## src/design/ttcr_pkg.sv

```systemverilog
// Constants and carrier types for the test traffic control register bank.
// Assumes a single system clock and a plain strobe register port.
package ttcr_pkg;

	// ----------------------------------------------------------------
	// Register offsets (byte addresses on the 8-bit register port)
	// ----------------------------------------------------------------
	localparam int          ADDR_W              = 8;      // Address width.
	localparam int          DATA_W              = 32;     // Data width.
	localparam logic [7:0]  ADDR_USER_RESET     = 8'h00;  // Soft reset, link.
	localparam logic [7:0]  ADDR_USER_COMMAND   = 8'h04;  // Test command.
	localparam logic [7:0]  ADDR_TX_BYTE_COUNT  = 8'h08;  // Tx length/count.
	localparam logic [7:0]  ADDR_RX_BYTE_COUNT  = 8'h0C;  // Rx byte count.
	localparam logic [7:0]  ADDR_TX_START_ADDR  = 8'h20;  // Tx engine addr.
	localparam logic [7:0]  ADDR_TX_LENGTH      = 8'h24;  // Tx engine length.
	localparam logic [7:0]  ADDR_TX_COMMAND     = 8'h28;  // Tx engine command.
	localparam logic [7:0]  ADDR_RX_POINTER     = 8'h30;  // Rx ring pointers.
	localparam logic [7:0]  ADDR_RX_COMMAND     = 8'h34;  // Rx engine command.

	// ----------------------------------------------------------------
	// Field positions
	// ----------------------------------------------------------------
	localparam int RST_SOFT_BIT   = 0;   // Write 1 clears pattern logic.
	localparam int RST_LINK_BIT   = 16;  // Link up status.
	localparam int CMD_DUPLEX_BIT = 0;   // Full-duplex test.
	localparam int CMD_VERIFY_BIT = 1;   // Verify enable / error on read.
	localparam int CMD_CONN_BIT   = 2;   // Connection on.
	localparam int ENG_START_BIT  = 0;   // Engine start / busy.
	localparam int ENG_FINISH_BIT = 31;  // Engine finish flag.
	localparam int PTR_WRITE_LSB  = 0;   // Rx write pointer field.
	localparam int PTR_READ_LSB   = 8;   // Rx read pointer field.
	localparam int PTR_FULL_BIT   = 16;  // Rx ring full.

	// ----------------------------------------------------------------
	// Widths, reset values and counts
	// ----------------------------------------------------------------
	localparam int          PTR_W          = 4;       // Ring pointer width.
	localparam logic [3:0]  PTR_FULL_GAP   = 4'h8;    // Pointer gap at full.
	localparam logic [3:0]  PTR_RESET      = 4'h0;    // Pointer reset value.
	localparam logic [31:0] BYTES_PER_WORD = 32'h4;   // Bytes per data word.
	localparam logic [31:0] PATTERN_RESET  = 32'h0;   // First pattern word.
	localparam logic [31:0] WORD_RESET     = 32'h0;   // Register reset value.

	// One beat of the 32-bit data stream.
	typedef struct packed {
		logic        valid;  // Word present.
		logic [31:0] data;   // Data word.
	} ttcr_beat_t;

endpackage : ttcr_pkg

```

## src/design/ttcr_regs.sv

```systemverilog
// Register bank that runs the traffic tests and the slow-port engines.
// Assumes the offload core, the engines and the CPU share clk_sys.
//
// What this block does
// - Generate and verify 32-bit incrementing data
// - Soft reset bit clears pattern logic
// - Command bit 2 shows connection state
// - Command bit 1 reads verification error
// - Ring full at gap 8, blocks storing
// - Tx bit 31 finish, write 1 clears
// - Rx bit 31 finish, write 1 clears
//
// Implementation choices: the address-and-strobe port and the register addresses.
`timescale 1ns/1ns
`default_nettype none

module ttcr_regs (
	input  wire logic                clk_sys,     // System clock, 10 MHz.
	input  wire logic                reset_n,     // Async reset, active low.
	input  wire logic [7:0]          regAddr,     // Register byte address.
	input  wire logic [31:0]         regWrData,   // Write data.
	input  wire logic                regWr,       // Write strobe.
	input  wire logic                regRd,       // Read strobe.
	output var  logic [31:0]         regRdData,   // Read data, next cycle.
	input  wire logic                linkUp,      // Ethernet link is up.
	input  wire logic                connOn,      // Connection is open.
	output var  logic                closeReq,    // Close the connection.
	output var  ttcr_pkg::ttcr_beat_t txBeat,     // Pattern to offload core.
	input  wire logic                txReady,     // Offload core takes word.
	input  wire ttcr_pkg::ttcr_beat_t rxBeat,     // Data from offload core.
	output var  logic                txEngStart,  // Tx engine start pulse.
	output var  logic [31:0]         txEngAddr,   // Tx engine start address.
	output var  logic [31:0]         txEngLen,    // Tx engine length.
	input  wire logic                txEngDone,   // Tx engine finished pulse.
	input  wire logic                rxPktEnd,    // Rx engine ends a packet.
	output var  logic                rxStoreEn,   // Rx ring may store.
	output var  logic [3:0]          rxRdPtr      // Rx ring read pointer.
);

	// ----------------------------------------------------------------
	// State
	// ----------------------------------------------------------------
	logic        genRun,    next_genRun;     // Generator enabled.
	logic        duplex,    next_duplex;     // Full-duplex test active.
	logic        verifyEn,  next_verifyEn;   // Verification enabled.
	logic        verifyErr, next_verifyErr;  // Mismatch seen, sticky.
	logic [31:0] txLen,     next_txLen;      // Requested transmit bytes.
	logic [31:0] txCount,   next_txCount;    // Bytes handed over.
	logic [31:0] rxCount,   next_rxCount;    // Bytes received.
	logic [31:0] rxPat,     next_rxPat;      // Expected receive word.
	logic        txBusy,    next_txBusy;     // Tx engine running.
	logic        txFinish,  next_txFinish;   // Tx engine finished, sticky.
	logic        rxFinish,  next_rxFinish;   // Rx packet stored, sticky.
	logic [3:0]  rxWrPtr,   next_rxWrPtr;    // Rx ring write pointer.
	logic [31:0] next_regRdData;             // Read data to present.
	logic        next_closeReq;              // Close request.
	logic        next_txEngStart;            // Engine start pulse.
	logic [31:0] next_txEngAddr;             // Engine address.
	logic [31:0] next_txEngLen;              // Engine length.
	logic        next_rxStoreEn;             // Ring not full.
	logic [3:0]  next_rxRdPtr;               // Ring read pointer.
	ttcr_pkg::ttcr_beat_t next_txBeat;       // Next pattern beat.

	// Decoded strobes for the logic, some also used by the checks; wrCmd is used by neither.
	logic softClr;   // Pattern logic clear request.
	logic txFire;    // Pattern word accepted.
	logic rxFull;    // Ring full now.
	logic rxStore;   // Packet end taken into the ring.
	logic wrCmd;     // Write to the user command register.
	logic rxMis;     // Received word differs while verifying.

	assign softClr = regWr && regAddr == ttcr_pkg::ADDR_USER_RESET
		&& regWrData[ttcr_pkg::RST_SOFT_BIT];
	assign txFire  = txBeat.valid && txReady;
	assign rxFull  = 4'(rxWrPtr - rxRdPtr) == ttcr_pkg::PTR_FULL_GAP;
	assign rxStore = rxPktEnd && !rxFull;
	assign wrCmd   = regWr && regAddr == ttcr_pkg::ADDR_USER_COMMAND;
	assign rxMis   = rxBeat.valid && verifyEn && rxBeat.data != rxPat;

	// ----------------------------------------------------------------
	// Next-state logic
	// ----------------------------------------------------------------
	// Computes every register's next value but the read data from the bus and the streams.
	always_comb begin
		next_genRun     = genRun;
		next_duplex     = duplex;
		next_verifyEn   = verifyEn;
		next_verifyErr  = verifyErr;
		next_txLen      = txLen;
		next_txCount    = txCount;
		next_rxCount    = rxCount;
		next_rxPat      = rxPat;
		next_txBeat     = txBeat;
		next_txBusy     = txBusy;
		next_txFinish   = txFinish;
		next_rxFinish   = rxFinish;
		next_rxWrPtr    = rxWrPtr;
		next_rxRdPtr    = rxRdPtr;
		next_txEngAddr  = txEngAddr;
		next_txEngLen   = txEngLen;
		next_txEngStart = 1'b0;
		next_closeReq   = closeReq && connOn;
		// Transmit pattern: advance on each accepted word.
		if (txFire) begin
			next_txCount     = txCount + ttcr_pkg::BYTES_PER_WORD;
			next_txBeat.data = txBeat.data + 32'h1;
		end
		next_txBeat.valid = genRun && next_txCount < txLen;
		// Receive check against the same incrementing sequence.
		if (rxBeat.valid) begin
			next_rxCount = rxCount + ttcr_pkg::BYTES_PER_WORD;
			next_rxPat   = rxPat + 32'h1;
			if (rxMis) begin
				next_verifyErr = 1'b1;
			end
		end
		// Register writes.
		if (regWr) begin
			unique case (regAddr)
				ttcr_pkg::ADDR_USER_COMMAND: begin
					// A write of 3 during a running duplex test closes.
					if (genRun && duplex && connOn
						&& regWrData[1:0] == 2'h3) begin
						next_closeReq = 1'b1;
					end else begin
						next_genRun   = 1'b1;
						next_duplex   = regWrData[ttcr_pkg::CMD_DUPLEX_BIT];
						next_verifyEn = regWrData[ttcr_pkg::CMD_VERIFY_BIT];
					end
				end
				ttcr_pkg::ADDR_TX_BYTE_COUNT: begin
					next_txLen = regWrData;
				end
				ttcr_pkg::ADDR_TX_START_ADDR: begin
					next_txEngAddr = regWrData;
				end
				ttcr_pkg::ADDR_TX_LENGTH: begin
					next_txEngLen = regWrData;
				end
				ttcr_pkg::ADDR_TX_COMMAND: begin
					if (regWrData[ttcr_pkg::ENG_START_BIT] && !txBusy) begin
						next_txEngStart = 1'b1;
						next_txBusy     = 1'b1;
					end
					if (regWrData[ttcr_pkg::ENG_FINISH_BIT]) begin
						next_txFinish = 1'b0;
					end
				end
				ttcr_pkg::ADDR_RX_POINTER: begin
					next_rxRdPtr = regWrData[ttcr_pkg::PTR_READ_LSB +: 4];
				end
				ttcr_pkg::ADDR_RX_COMMAND: begin
					if (regWrData[ttcr_pkg::ENG_FINISH_BIT]) begin
						next_rxFinish = 1'b0;
					end
				end
				default: begin
				end
			endcase
		end
		// Engine events; a set beats a clear in the same cycle.
		if (txEngDone && txBusy) begin
			next_txBusy   = 1'b0;
			next_txFinish = 1'b1;
		end
		if (rxStore) begin
			next_rxWrPtr  = 4'(rxWrPtr + 4'h1);
			next_rxFinish = 1'b1;
		end
		next_rxStoreEn = 4'(next_rxWrPtr - next_rxRdPtr)
			!= ttcr_pkg::PTR_FULL_GAP;
		// Soft reset returns the pattern logic to its start.
		if (softClr) begin
			next_genRun    = 1'b0;
			next_verifyErr = rxMis;  // A mismatch in this cycle wins.
			next_txCount   = ttcr_pkg::WORD_RESET;
			next_rxCount   = ttcr_pkg::WORD_RESET;
			next_rxPat     = ttcr_pkg::PATTERN_RESET;
			next_txBeat    = '{valid: 1'b0, data: ttcr_pkg::PATTERN_RESET};
		end
	end

	// ----------------------------------------------------------------
	// Read data
	// ----------------------------------------------------------------
	// Builds the answer for a read; zero outside a read and when unmapped.
	always_comb begin
		next_regRdData = ttcr_pkg::WORD_RESET;
		if (regRd) begin
			unique case (regAddr)
				ttcr_pkg::ADDR_USER_RESET: begin
					next_regRdData[ttcr_pkg::RST_LINK_BIT] = linkUp;
				end
				ttcr_pkg::ADDR_USER_COMMAND: begin
					next_regRdData[ttcr_pkg::CMD_DUPLEX_BIT] = genRun;
					next_regRdData[ttcr_pkg::CMD_VERIFY_BIT] = verifyErr;
					next_regRdData[ttcr_pkg::CMD_CONN_BIT]   = connOn;
				end
				ttcr_pkg::ADDR_TX_BYTE_COUNT: next_regRdData = txCount;
				ttcr_pkg::ADDR_RX_BYTE_COUNT: next_regRdData = rxCount;
				ttcr_pkg::ADDR_TX_START_ADDR: next_regRdData = txEngAddr;
				ttcr_pkg::ADDR_TX_LENGTH:     next_regRdData = txEngLen;
				ttcr_pkg::ADDR_TX_COMMAND: begin
					next_regRdData[ttcr_pkg::ENG_START_BIT]  = txBusy;
					next_regRdData[ttcr_pkg::ENG_FINISH_BIT] = txFinish;
				end
				ttcr_pkg::ADDR_RX_POINTER: begin
					next_regRdData[ttcr_pkg::PTR_WRITE_LSB +: 4] = rxWrPtr;
					next_regRdData[ttcr_pkg::PTR_READ_LSB +: 4]  = rxRdPtr;
					next_regRdData[ttcr_pkg::PTR_FULL_BIT]       = rxFull;
				end
				ttcr_pkg::ADDR_RX_COMMAND: begin
					next_regRdData[ttcr_pkg::ENG_FINISH_BIT] = rxFinish;
				end
				default: begin
				end
			endcase
		end
	end

	// ----------------------------------------------------------------
	// Registers
	// ----------------------------------------------------------------
	// Registers every next value; reset puts all control state at rest.
	always_ff @(posedge clk_sys or negedge reset_n) begin
		if (!reset_n) begin
			genRun     <= 1'b0;
			duplex     <= 1'b0;
			verifyEn   <= 1'b0;
			verifyErr  <= 1'b0;
			txLen      <= ttcr_pkg::WORD_RESET;
			txCount    <= ttcr_pkg::WORD_RESET;
			rxCount    <= ttcr_pkg::WORD_RESET;
			rxPat      <= ttcr_pkg::PATTERN_RESET;
			txBeat     <= '{valid: 1'b0, data: ttcr_pkg::PATTERN_RESET};
			txBusy     <= 1'b0;
			txFinish   <= 1'b0;
			rxFinish   <= 1'b0;
			rxWrPtr    <= ttcr_pkg::PTR_RESET;
			rxRdPtr    <= ttcr_pkg::PTR_RESET;
			rxStoreEn  <= 1'b1;
			txEngAddr  <= ttcr_pkg::WORD_RESET;
			txEngLen   <= ttcr_pkg::WORD_RESET;
			txEngStart <= 1'b0;
			closeReq   <= 1'b0;
			regRdData  <= ttcr_pkg::WORD_RESET;
		end else begin
			genRun     <= next_genRun;
			duplex     <= next_duplex;
			verifyEn   <= next_verifyEn;
			verifyErr  <= next_verifyErr;
			txLen      <= next_txLen;
			txCount    <= next_txCount;
			rxCount    <= next_rxCount;
			rxPat      <= next_rxPat;
			txBeat     <= next_txBeat;
			txBusy     <= next_txBusy;
			txFinish   <= next_txFinish;
			rxFinish   <= next_rxFinish;
			rxWrPtr    <= next_rxWrPtr;
			rxRdPtr    <= next_rxRdPtr;
			rxStoreEn  <= next_rxStoreEn;
			txEngAddr  <= next_txEngAddr;
			txEngLen   <= next_txEngLen;
			txEngStart <= next_txEngStart;
			closeReq   <= next_closeReq;
			regRdData  <= next_regRdData;
		end
	end
endmodule : ttcr_regs

`default_nettype wire

```

## config.mk

```make
export PLATFORM = sky130hd
export DESIGN_NAME = ttcr_regs
export DESIGN_NICKNAME = d
export VERILOG_FILES = /design/src/design/ttcr_pkg.sv /design/src/design/ttcr_regs.sv
export SDC_FILE = /design/constraint.sdc
export NUM_CORES = 1
export LEC_CHECK = 0
export BUFFER_PORTS_ARGS = -buffer_cell sky130_fd_sc_hd__buf_2
export CORE_ASPECT_RATIO = 0.6
export CORE_MARGIN = 2
export CORE_UTILIZATION = 45
export DETAILED_ROUTE_END_ITERATION = 16
export PLACE_DENSITY = 0.78
export SYNTH_ARGS = -nofsm -noshare
export SYNTH_HDL_FRONTEND = slang
export SYNTH_SLANG_ARGS = --single-unit
```

## constraint.sdc

```tcl
create_clock -name clk_sys -period 2.9 [get_ports clk_sys]
set_input_delay 0.87 -clock clk_sys [delete_from_list [all_inputs] [get_ports clk_sys]]
set_output_delay 0.87 -clock clk_sys [all_outputs]
set_load 0.01 [all_outputs]
```

==> results.py, run 1 <==
metrics = {
    "outcome": {
        "status": "complete, but fails checks",
        "violations": "setup timing",
    },
    "route": {
        "drc": 0,
        "drtIter0Drc": 1057,
        "via_count": 10900,
        "wl_per_cell_um": 19.9,
        "drtPass1Iterations": 8,
        "ant_nets": 0,
        "viasPerCell": 5.64,
        "routed_wl_mm": 38.5,
    },
    "placement": {
        "io_buffers": 217,
        "dpl.hpwl_mm": 28.3,
        "gp_congestion": 0.940,
        "placed_cells": 1876,
        "placed_cell_area_um2": 15500,
    },
    "floorplan": {
        "fp.dieW_um": 227,
        "start_util_pct": 46.3,
        "die_y_um": 138,
        "core-area_um2": 29100,
        "ioPinCount": 218,
        "fp-row-count": 48,
        "dieArea_um2": 31300,
    },
    "yosys": {
        "synth_cell_types": 52,
        "syn_avg_cell_area_um2": 10.9,
        "ys_warn_count": 0,
        "synth_nets": 1357,
        "synth_top_area_cell": "dfrtp_1",
        "synth_area_um2": 13500,
        "ys_ff_latch": 271,
        "seq_area_frac_synth_pct": 50.4,
        "synth.top_cells.by_area": "dfrtp_1 50%, mux2_2 7.5%, xor2_1 6.6%, ha_1 3.8%, nor2_1 3.1%",
        "postSynthCellCount": 1234,
        "synth_top_cell_area_share_pct": 50.2,
    },
    "setup_path": {
        "crit_family": "simple AND/OR/NAND/NOR gates",
        "crit_slowest_cell": "or4_4",
        "max_stage_delay_ns": 0.52,
        "crit_chain": "ha_4, nand2_2, or4_4, o221ai_4, mux2_4, ha_4, a21o_1, a21oi_2, xnor2_2, nor2b_1, mux2i_1",
        "end_kind": "flip-flop",
        "critPathMaxFanout": 3,
        "worst_path_most_repeated_cell": "ha_4",
        "worst-setup-path-type": "reg -> reg",
        "startpoint_type": "flip-flop",
        "worst-path-buf-inv": 0,
        "cp.required_ns": 3.38,
        "cp.arrival_ns": 3.41,
    },
    "sta": {
        "skew_ns": 0.0257,
        "fmax_ghz": 0.342,
        "drv_slew": 0,
        "finalSetupViolCount": 1,
        "min_period_ns": 2.92,
        "worst_slack_ns": -0.0242,
        "max_slew.worst_pin.slew_ns": 0.622,
        "period_share_pct": 101,
        "rsz0062_at_grt": "true",
        "hold_violations": 0,
        "slew_headroom_pct": 58.5,
    },
    "global_routing": {
        "grt_max_degree": 76,
        "overflow": 0,
        "grt_pass1_wl_mm": 59.6,
        "antenna_found_initial": 5,
        "globalRouteTotalUtil_pct": 24.7,
        "grt_pass1_vias": 10500,
    },
    "finish": {
        "area_delta_synth_final_pct": 23.4,
        "nets": 1638,
        "drive_above_1_share_pct": 30.6,
        "fill_cells": 2507,
        "final_core_util_pct": 57.1,
        "design_area_um2": 16600,
        "final_cells": 1940,
    },
    "clock_tree": {
        "insertion_delay_ns": 0.57,
        "clkTransAtPathRegs_ns": 0.07,
        "cts.path.max_buffers": 3,
        "htreeDepth": 1,
        "ctsHoldBuffers": 0,
        "clock-sinks": 271,
        "cts_inserted_buffers": 26,
        "clockRootBuffer": "clkbuf_16",
        "cts_tree": "done",
    },
    "hold_path": {
        "hp-class": "in -> async",
    },
    "run": {
        "cap_viol_max_count": 0,
    },
    "pwr": {
        "p_leak_nw": 8.49,
        "peakVddDrop_mv": 0.494,
        "power.density_nw_per_um2": 567,
        "total_power_mw": 9.42,
    },
}
kinds of logic (layout without fill, tap and decap cells):
logic type / Yosys count / count (layout) / synth area share (%)
compound gates: 145 / 145 / 7.39
simple gates: 412 / 412 / 15.9
flops: 271 / 271 / 50.4
xor+xnor: 149 / 149 / 9.70
other cells: 0 / 5 / 0
buf+inv: 103 / 404 / 3.43
fa+ha+maj: 41 / 41 / 3.81
mux: 113 / 113 / 9.40
cells in the mapped netlist (all sizes together):
cell,number
a21o,16
a21oi,54
a221oi,1
a222oi,28
a22o,1
a22oi,7
a31oi,3
and2,9
and3,23
and4,14
buf,37
clkbuf,14
dfrtp,270
dfstp,1
ha,41
inv,52
mux2,107
mux2i,6
nand2,95
nand2b,1
nand3,42
nand3b,2
nand4,40
nor2,115
nor2b,21
nor3,16
nor4,17
o2111ai,1
o211ai,2
o21a,1
o21ai,18
o221ai,1
o22a,1
o31a,11
or2,2
or3,11
or4,4
xnor2,47
xor2,102
where the power goes:
group          total [mW]  internal [mW]  switching [mW]
Clock                3.64           2.13            1.51
Sequential           4.28           4.00           0.276
Combinational        1.50          0.713           0.786
timing repair:
action,CTS,global route
cloned,0,0
pin swaps,7,5
setup buffers,6,5
gates resized for setup,7,6
endpoints found under the setup margin,1,2
endpoints found under the hold margin,0,0
worst reg2reg max path, cell delays in order (launching register included):
cell and delay (ns):
dfrtp_1 0.42, ha_4 0.30, nand2_2 0.05, or4_4 0.52, o221ai_4 0.28, mux2_4 0.36, ha_4 0.22, a21o_1 0.16
a21oi_2 0.17, xnor2_2 0.13, nor2b_1 0.16, mux2i_1 0.08
state kept, by name, indices dropped and copies added, names as in the netlist, 4 cells and up:
name	count
rxCount	30
regRdData	32
txLen	32
txEngAddr	32
rxWrPtr	4
txEngLen	32
txCount	30
rxRdPtr	4
rxPat	32
txBeat	33
metal layers:
metal | global-route usage, % | vias up | part of all wire, % | wire (um)
li1 | - | 4921 | - | -
met1 | 37.8 | 5451 | 46 | 17800
met2 | 35.9 | 509 | 43 | 16500
met3 | 4.11 | 64 | 8.8 | 3380
met4 | 6.97 | 0 | 2.2 | 858
met5 | 0 | - | 0 | 0
layout make-up:
class | count | area [um2] | area share (%)
clock buffers | 41 | 787 | 4.74
clock inverters | 7 | 125 | 0.754
inverters | 52 | 195 | 1.18
repair buffers | 304 | 1870 | 11.2
well taps | 400 | 500 | 3.01
flip-flops and latches | 271 | 6790 | 40.9
multi-input cells | 860 | 6330 | 38.1
diodes | 5 | 12.5 | 0.0754
path summary, 6_finish.rpt:
path                       cells after the start  slack [ns]            startpoint                     end
setup / recovery                              11       -0.02  rxWrPtr[1]$_DFF_PN0_     rxStoreEn$_DFF_PN1_
hold / removal                                 1        0.31               reset_n  txBeat[17]$_DFFE_PN0P_
max in group asynchronous                      2        1.75               reset_n  txBeat[30]$_DFFE_PN0P_
min in group clk_sys                           2        0.49  rxFinish$_DFFE_PN0P_    rxFinish$_DFFE_PN0P_
setup reg to reg                              11       -0.02  rxWrPtr[1]$_DFF_PN0_     rxStoreEn$_DFF_PN1_
hold reg to reg                                2        0.49  rxFinish$_DFFE_PN0P_    rxFinish$_DFFE_PN0P_
through the flow:
stage / setup slack, ns / hold WS (ns) / TNS (ns)
2_1_floorplan: 0.0174 / 0.446 / 0
3_3_place_gp: -0.279 / 0.462 / -0.357
3_5_place_dp: -0.321 / 0.471 / -0.459
4_1_cts: 0.0178 / 0.323 / 0
5_1_grt: -0.0910 / 0.351 / -0.0910
6_report: -0.0242 / 0.314 / -0.0242
cells in the final DEF, fill, tap and decap left out, types with 17 or more instances in the layout:
master	instances
nor2_1	110
nand3_1	40
and3_1	23
ha_1	37
mux2_2	89
mux2_1	17
inv_1	50
clkbuf_16	26
xnor2_1	45
dfrtp_1	268
xor2_1	101
a222oi_1	28
nand2_1	93
buf_4	77
o21ai_0	18
buf_2	216
nand4_1	40
nor2b_1	21
a21oi_1	53
(Power assumes the default switching activity.)
==> run 2, diff against run 1 <==
--- a/config.mk
+++ b/config.mk
@@ -8,9 +8,9 @@
 export BUFFER_PORTS_ARGS = -buffer_cell sky130_fd_sc_hd__buf_2
 export CORE_ASPECT_RATIO = 0.6
 export CORE_MARGIN = 2
-export CORE_UTILIZATION = 45
+export CORE_UTILIZATION = 40
 export DETAILED_ROUTE_END_ITERATION = 16
-export PLACE_DENSITY = 0.78
+export PLACE_DENSITY = 0.72
 export SYNTH_ARGS = -nofsm -noshare
 export SYNTH_HDL_FRONTEND = slang
 export SYNTH_SLANG_ARGS = --single-unit
==> run 2 against run 1 <==
The run now ends clean. Final cell count is 2.6% higher. Combinational power is 3% lower. Die area is 12% higher. Critical endpoint unchanged.
==> results.py, run 2 (same netlist as run 1, synthesis figures left out) <==
metrics = {
    "sta": {
        "finalSetupViolCount": 0,
        "drv_slew": 0,
        "setup_tns_ns": 0,
        "fmax_ghz": 0.345,
        "skew_ns": 0.0125,
        "slew_headroom_pct": 62.5,
        "period_share_pct": 100,
        "max_slew.worst_pin.slew_ns": 0.562,
        "min_period_ns": 2.90,
        "rsz0062_at_grt": "true",
        "hold_violations": 0,
    },
    "finish": {
        "nets": 1641,
        "largest_register_ffs": 33,
        "design_area_um2": 16900,
        "diodes": 0,
        "final_cell_mix": "268 x dfrtp_1, 216 x buf_2, 110 x nor2_1",
        "final_common_cell": "dfrtp_1",
        "final_core_util_pct": 51.5,
        "drive_above_1_share_pct": 31.4,
        "regMostFlops": "txBeat",
        "area_delta_synth_final_pct": 25.5,
        "final_cells": 1990,
    },
    "placement": {
        "dpl.hpwl_mm": 29.0,
        "gp_congestion": 0.916,
        "placed_cell_area_um2": 15700,
        "placed_cells": 1932,
        "io_buffers": 217,
    },
    "setup_path": {
        "end_kind": "flip-flop",
        "cp.arrival_ns": 3.38,
        "cp.required_ns": 3.39,
        "startpoint_type": "flip-flop",
        "critPathMaxFanout": 3,
        "worst-setup-path-type": "reg -> reg",
    },
    "route": {
        "wl_per_cell_um": 19.5,
        "ant_nets": 0,
        "drtPass1Iterations": 8,
        "viasPerCell": 5.42,
        "via_count": 10800,
        "drtIter0Drc": 1010,
        "routed_wl_mm": 38.8,
        "drc": 0,
    },
    "floorplan": {
        "core-area_um2": 32800,
        "ioPinCount": 218,
        "dieArea_um2": 35200,
        "die_y_um": 146,
        "fp.dieW_um": 241,
        "fp-row-count": 51,
        "start_util_pct": 41.0,
    },
    "global_routing": {
        "overflow": 0,
        "grt_pass1_vias": 10700,
        "grt_pass1_wl_mm": 60.7,
        "antenna_found_initial": 0,
        "grt_max_degree": 67,
        "globalRouteTotalUtil_pct": 22.1,
    },
    "pwr": {
        "total_power_mw": 9.79,
        "p_leak_nw": 8.60,
        "power.density_nw_per_um2": 580,
        "peakVddDrop_mv": 0.472,
    },
    "clock_tree": {
        "htreeDepth": 1,
        "clkTransAtPathRegs_ns": 0.07,
        "clockRootBuffer": "clkbuf_16",
        "clock-sinks": 271,
        "insertion_delay_ns": 0.56,
        "cts.path.max_buffers": 3,
        "cts_inserted_buffers": 28,
        "cts_tree": "done",
    },
    "outcome": {
        "status": "finished clean",
    },
    "run": {
        "cap_viol_max_count": 0,
    },
    "hold_path": {
        "hp-class": "in -> async",
    },
}
==> run 2: repair_timing <==
item,CTS,global route
buffers inserted,2,4
resized for setup,6,11
hold buffers,0,0
gates cloned,0,0
endpoints found under the setup margin,1,2
pin swaps,2,10
==> run 2: final timing paths <==
check,from,end,slack (ns),cells after the start
worst max-delay path,rxRdPtr[0]$_DFF_PN0_,rxStoreEn$_DFF_PN1_,0.001,12
worst max register to register,rxRdPtr[0]$_DFF_PN0_,rxStoreEn$_DFF_PN1_,0.001,12
worst min-delay path,reset_n,regRdData[23]$_DFF_PN0_,0.22,1
min in group clk_sys,rxFinish$_DFFE_PN0P_,rxFinish$_DFFE_PN0P_,0.49,2
max in group asynchronous,reset_n,regRdData[19]$_DFF_PN0_,1.87,2
worst min register to register,rxFinish$_DFFE_PN0P_,rxFinish$_DFFE_PN0P_,0.49,2
==> run 2: power breakdown <==
| group | internal (mW) | total, mW | switching, mW | leakage (nW) |
|---|---|---|---|---|
| clock | 2.45 | 4.07 | 1.62 | 0.502 |
| sequential | 4.00 | 4.27 | 0.269 | 3.70 |
| combinational | 0.681 | 1.45 | 0.765 | 4.40 |
| total | 7.14 | 9.79 | 2.65 | 8.60 |
==> run 2: routing by layer <==
metal	global-route usage [%]	share of wire, %	up-vias
li1	-	-	4920
met1	33.1	48	5399
met2	32.6	43	411
met3	4.92	7.4	63
met4	4.69	2.1	0
met5	0	0	-
==> run 2: stage by stage <==
step	worst slack [ns]	hold slack [ns]
after detailed placement	-0.432	0.467
after floorplan	0.0174	0.446
after global routing	-0.131	0.228
after CTS	0.00496	0.211
final	0.00118	0.221
after global placement	-0.327	0.464
==> run 2: worst max-delay path, cell delays in order, from the launching register on <==
cell	delay [ns]
dfrtp_1	0.42
ha_4	0.30
nand2_2	0.04
or4_4	0.52
o221ai_4	0.27
buf_6	0.16
nor2_4	0.04
xor2_2	0.18
ha_1	0.35
a21oi_2	0.19
xnor2_2	0.13
nor2b_2	0.16
mux2i_1	0.07
==> run 2: area by class of cell <==
| type | instances | area [um2] |
|---|---|---|
| Clock buffer | 32 | 767 |
| Clock inverter | 20 | 285 |
| Fill cell | 2952 | 15900 |
| Inverter | 52 | 195 |
| Multi-Input combinational cell | 860 | 6350 |
| Sequential cell | 271 | 6790 |
| Tap cell | 450 | 563 |
| Timing Repair Buffer | 305 | 1940 |
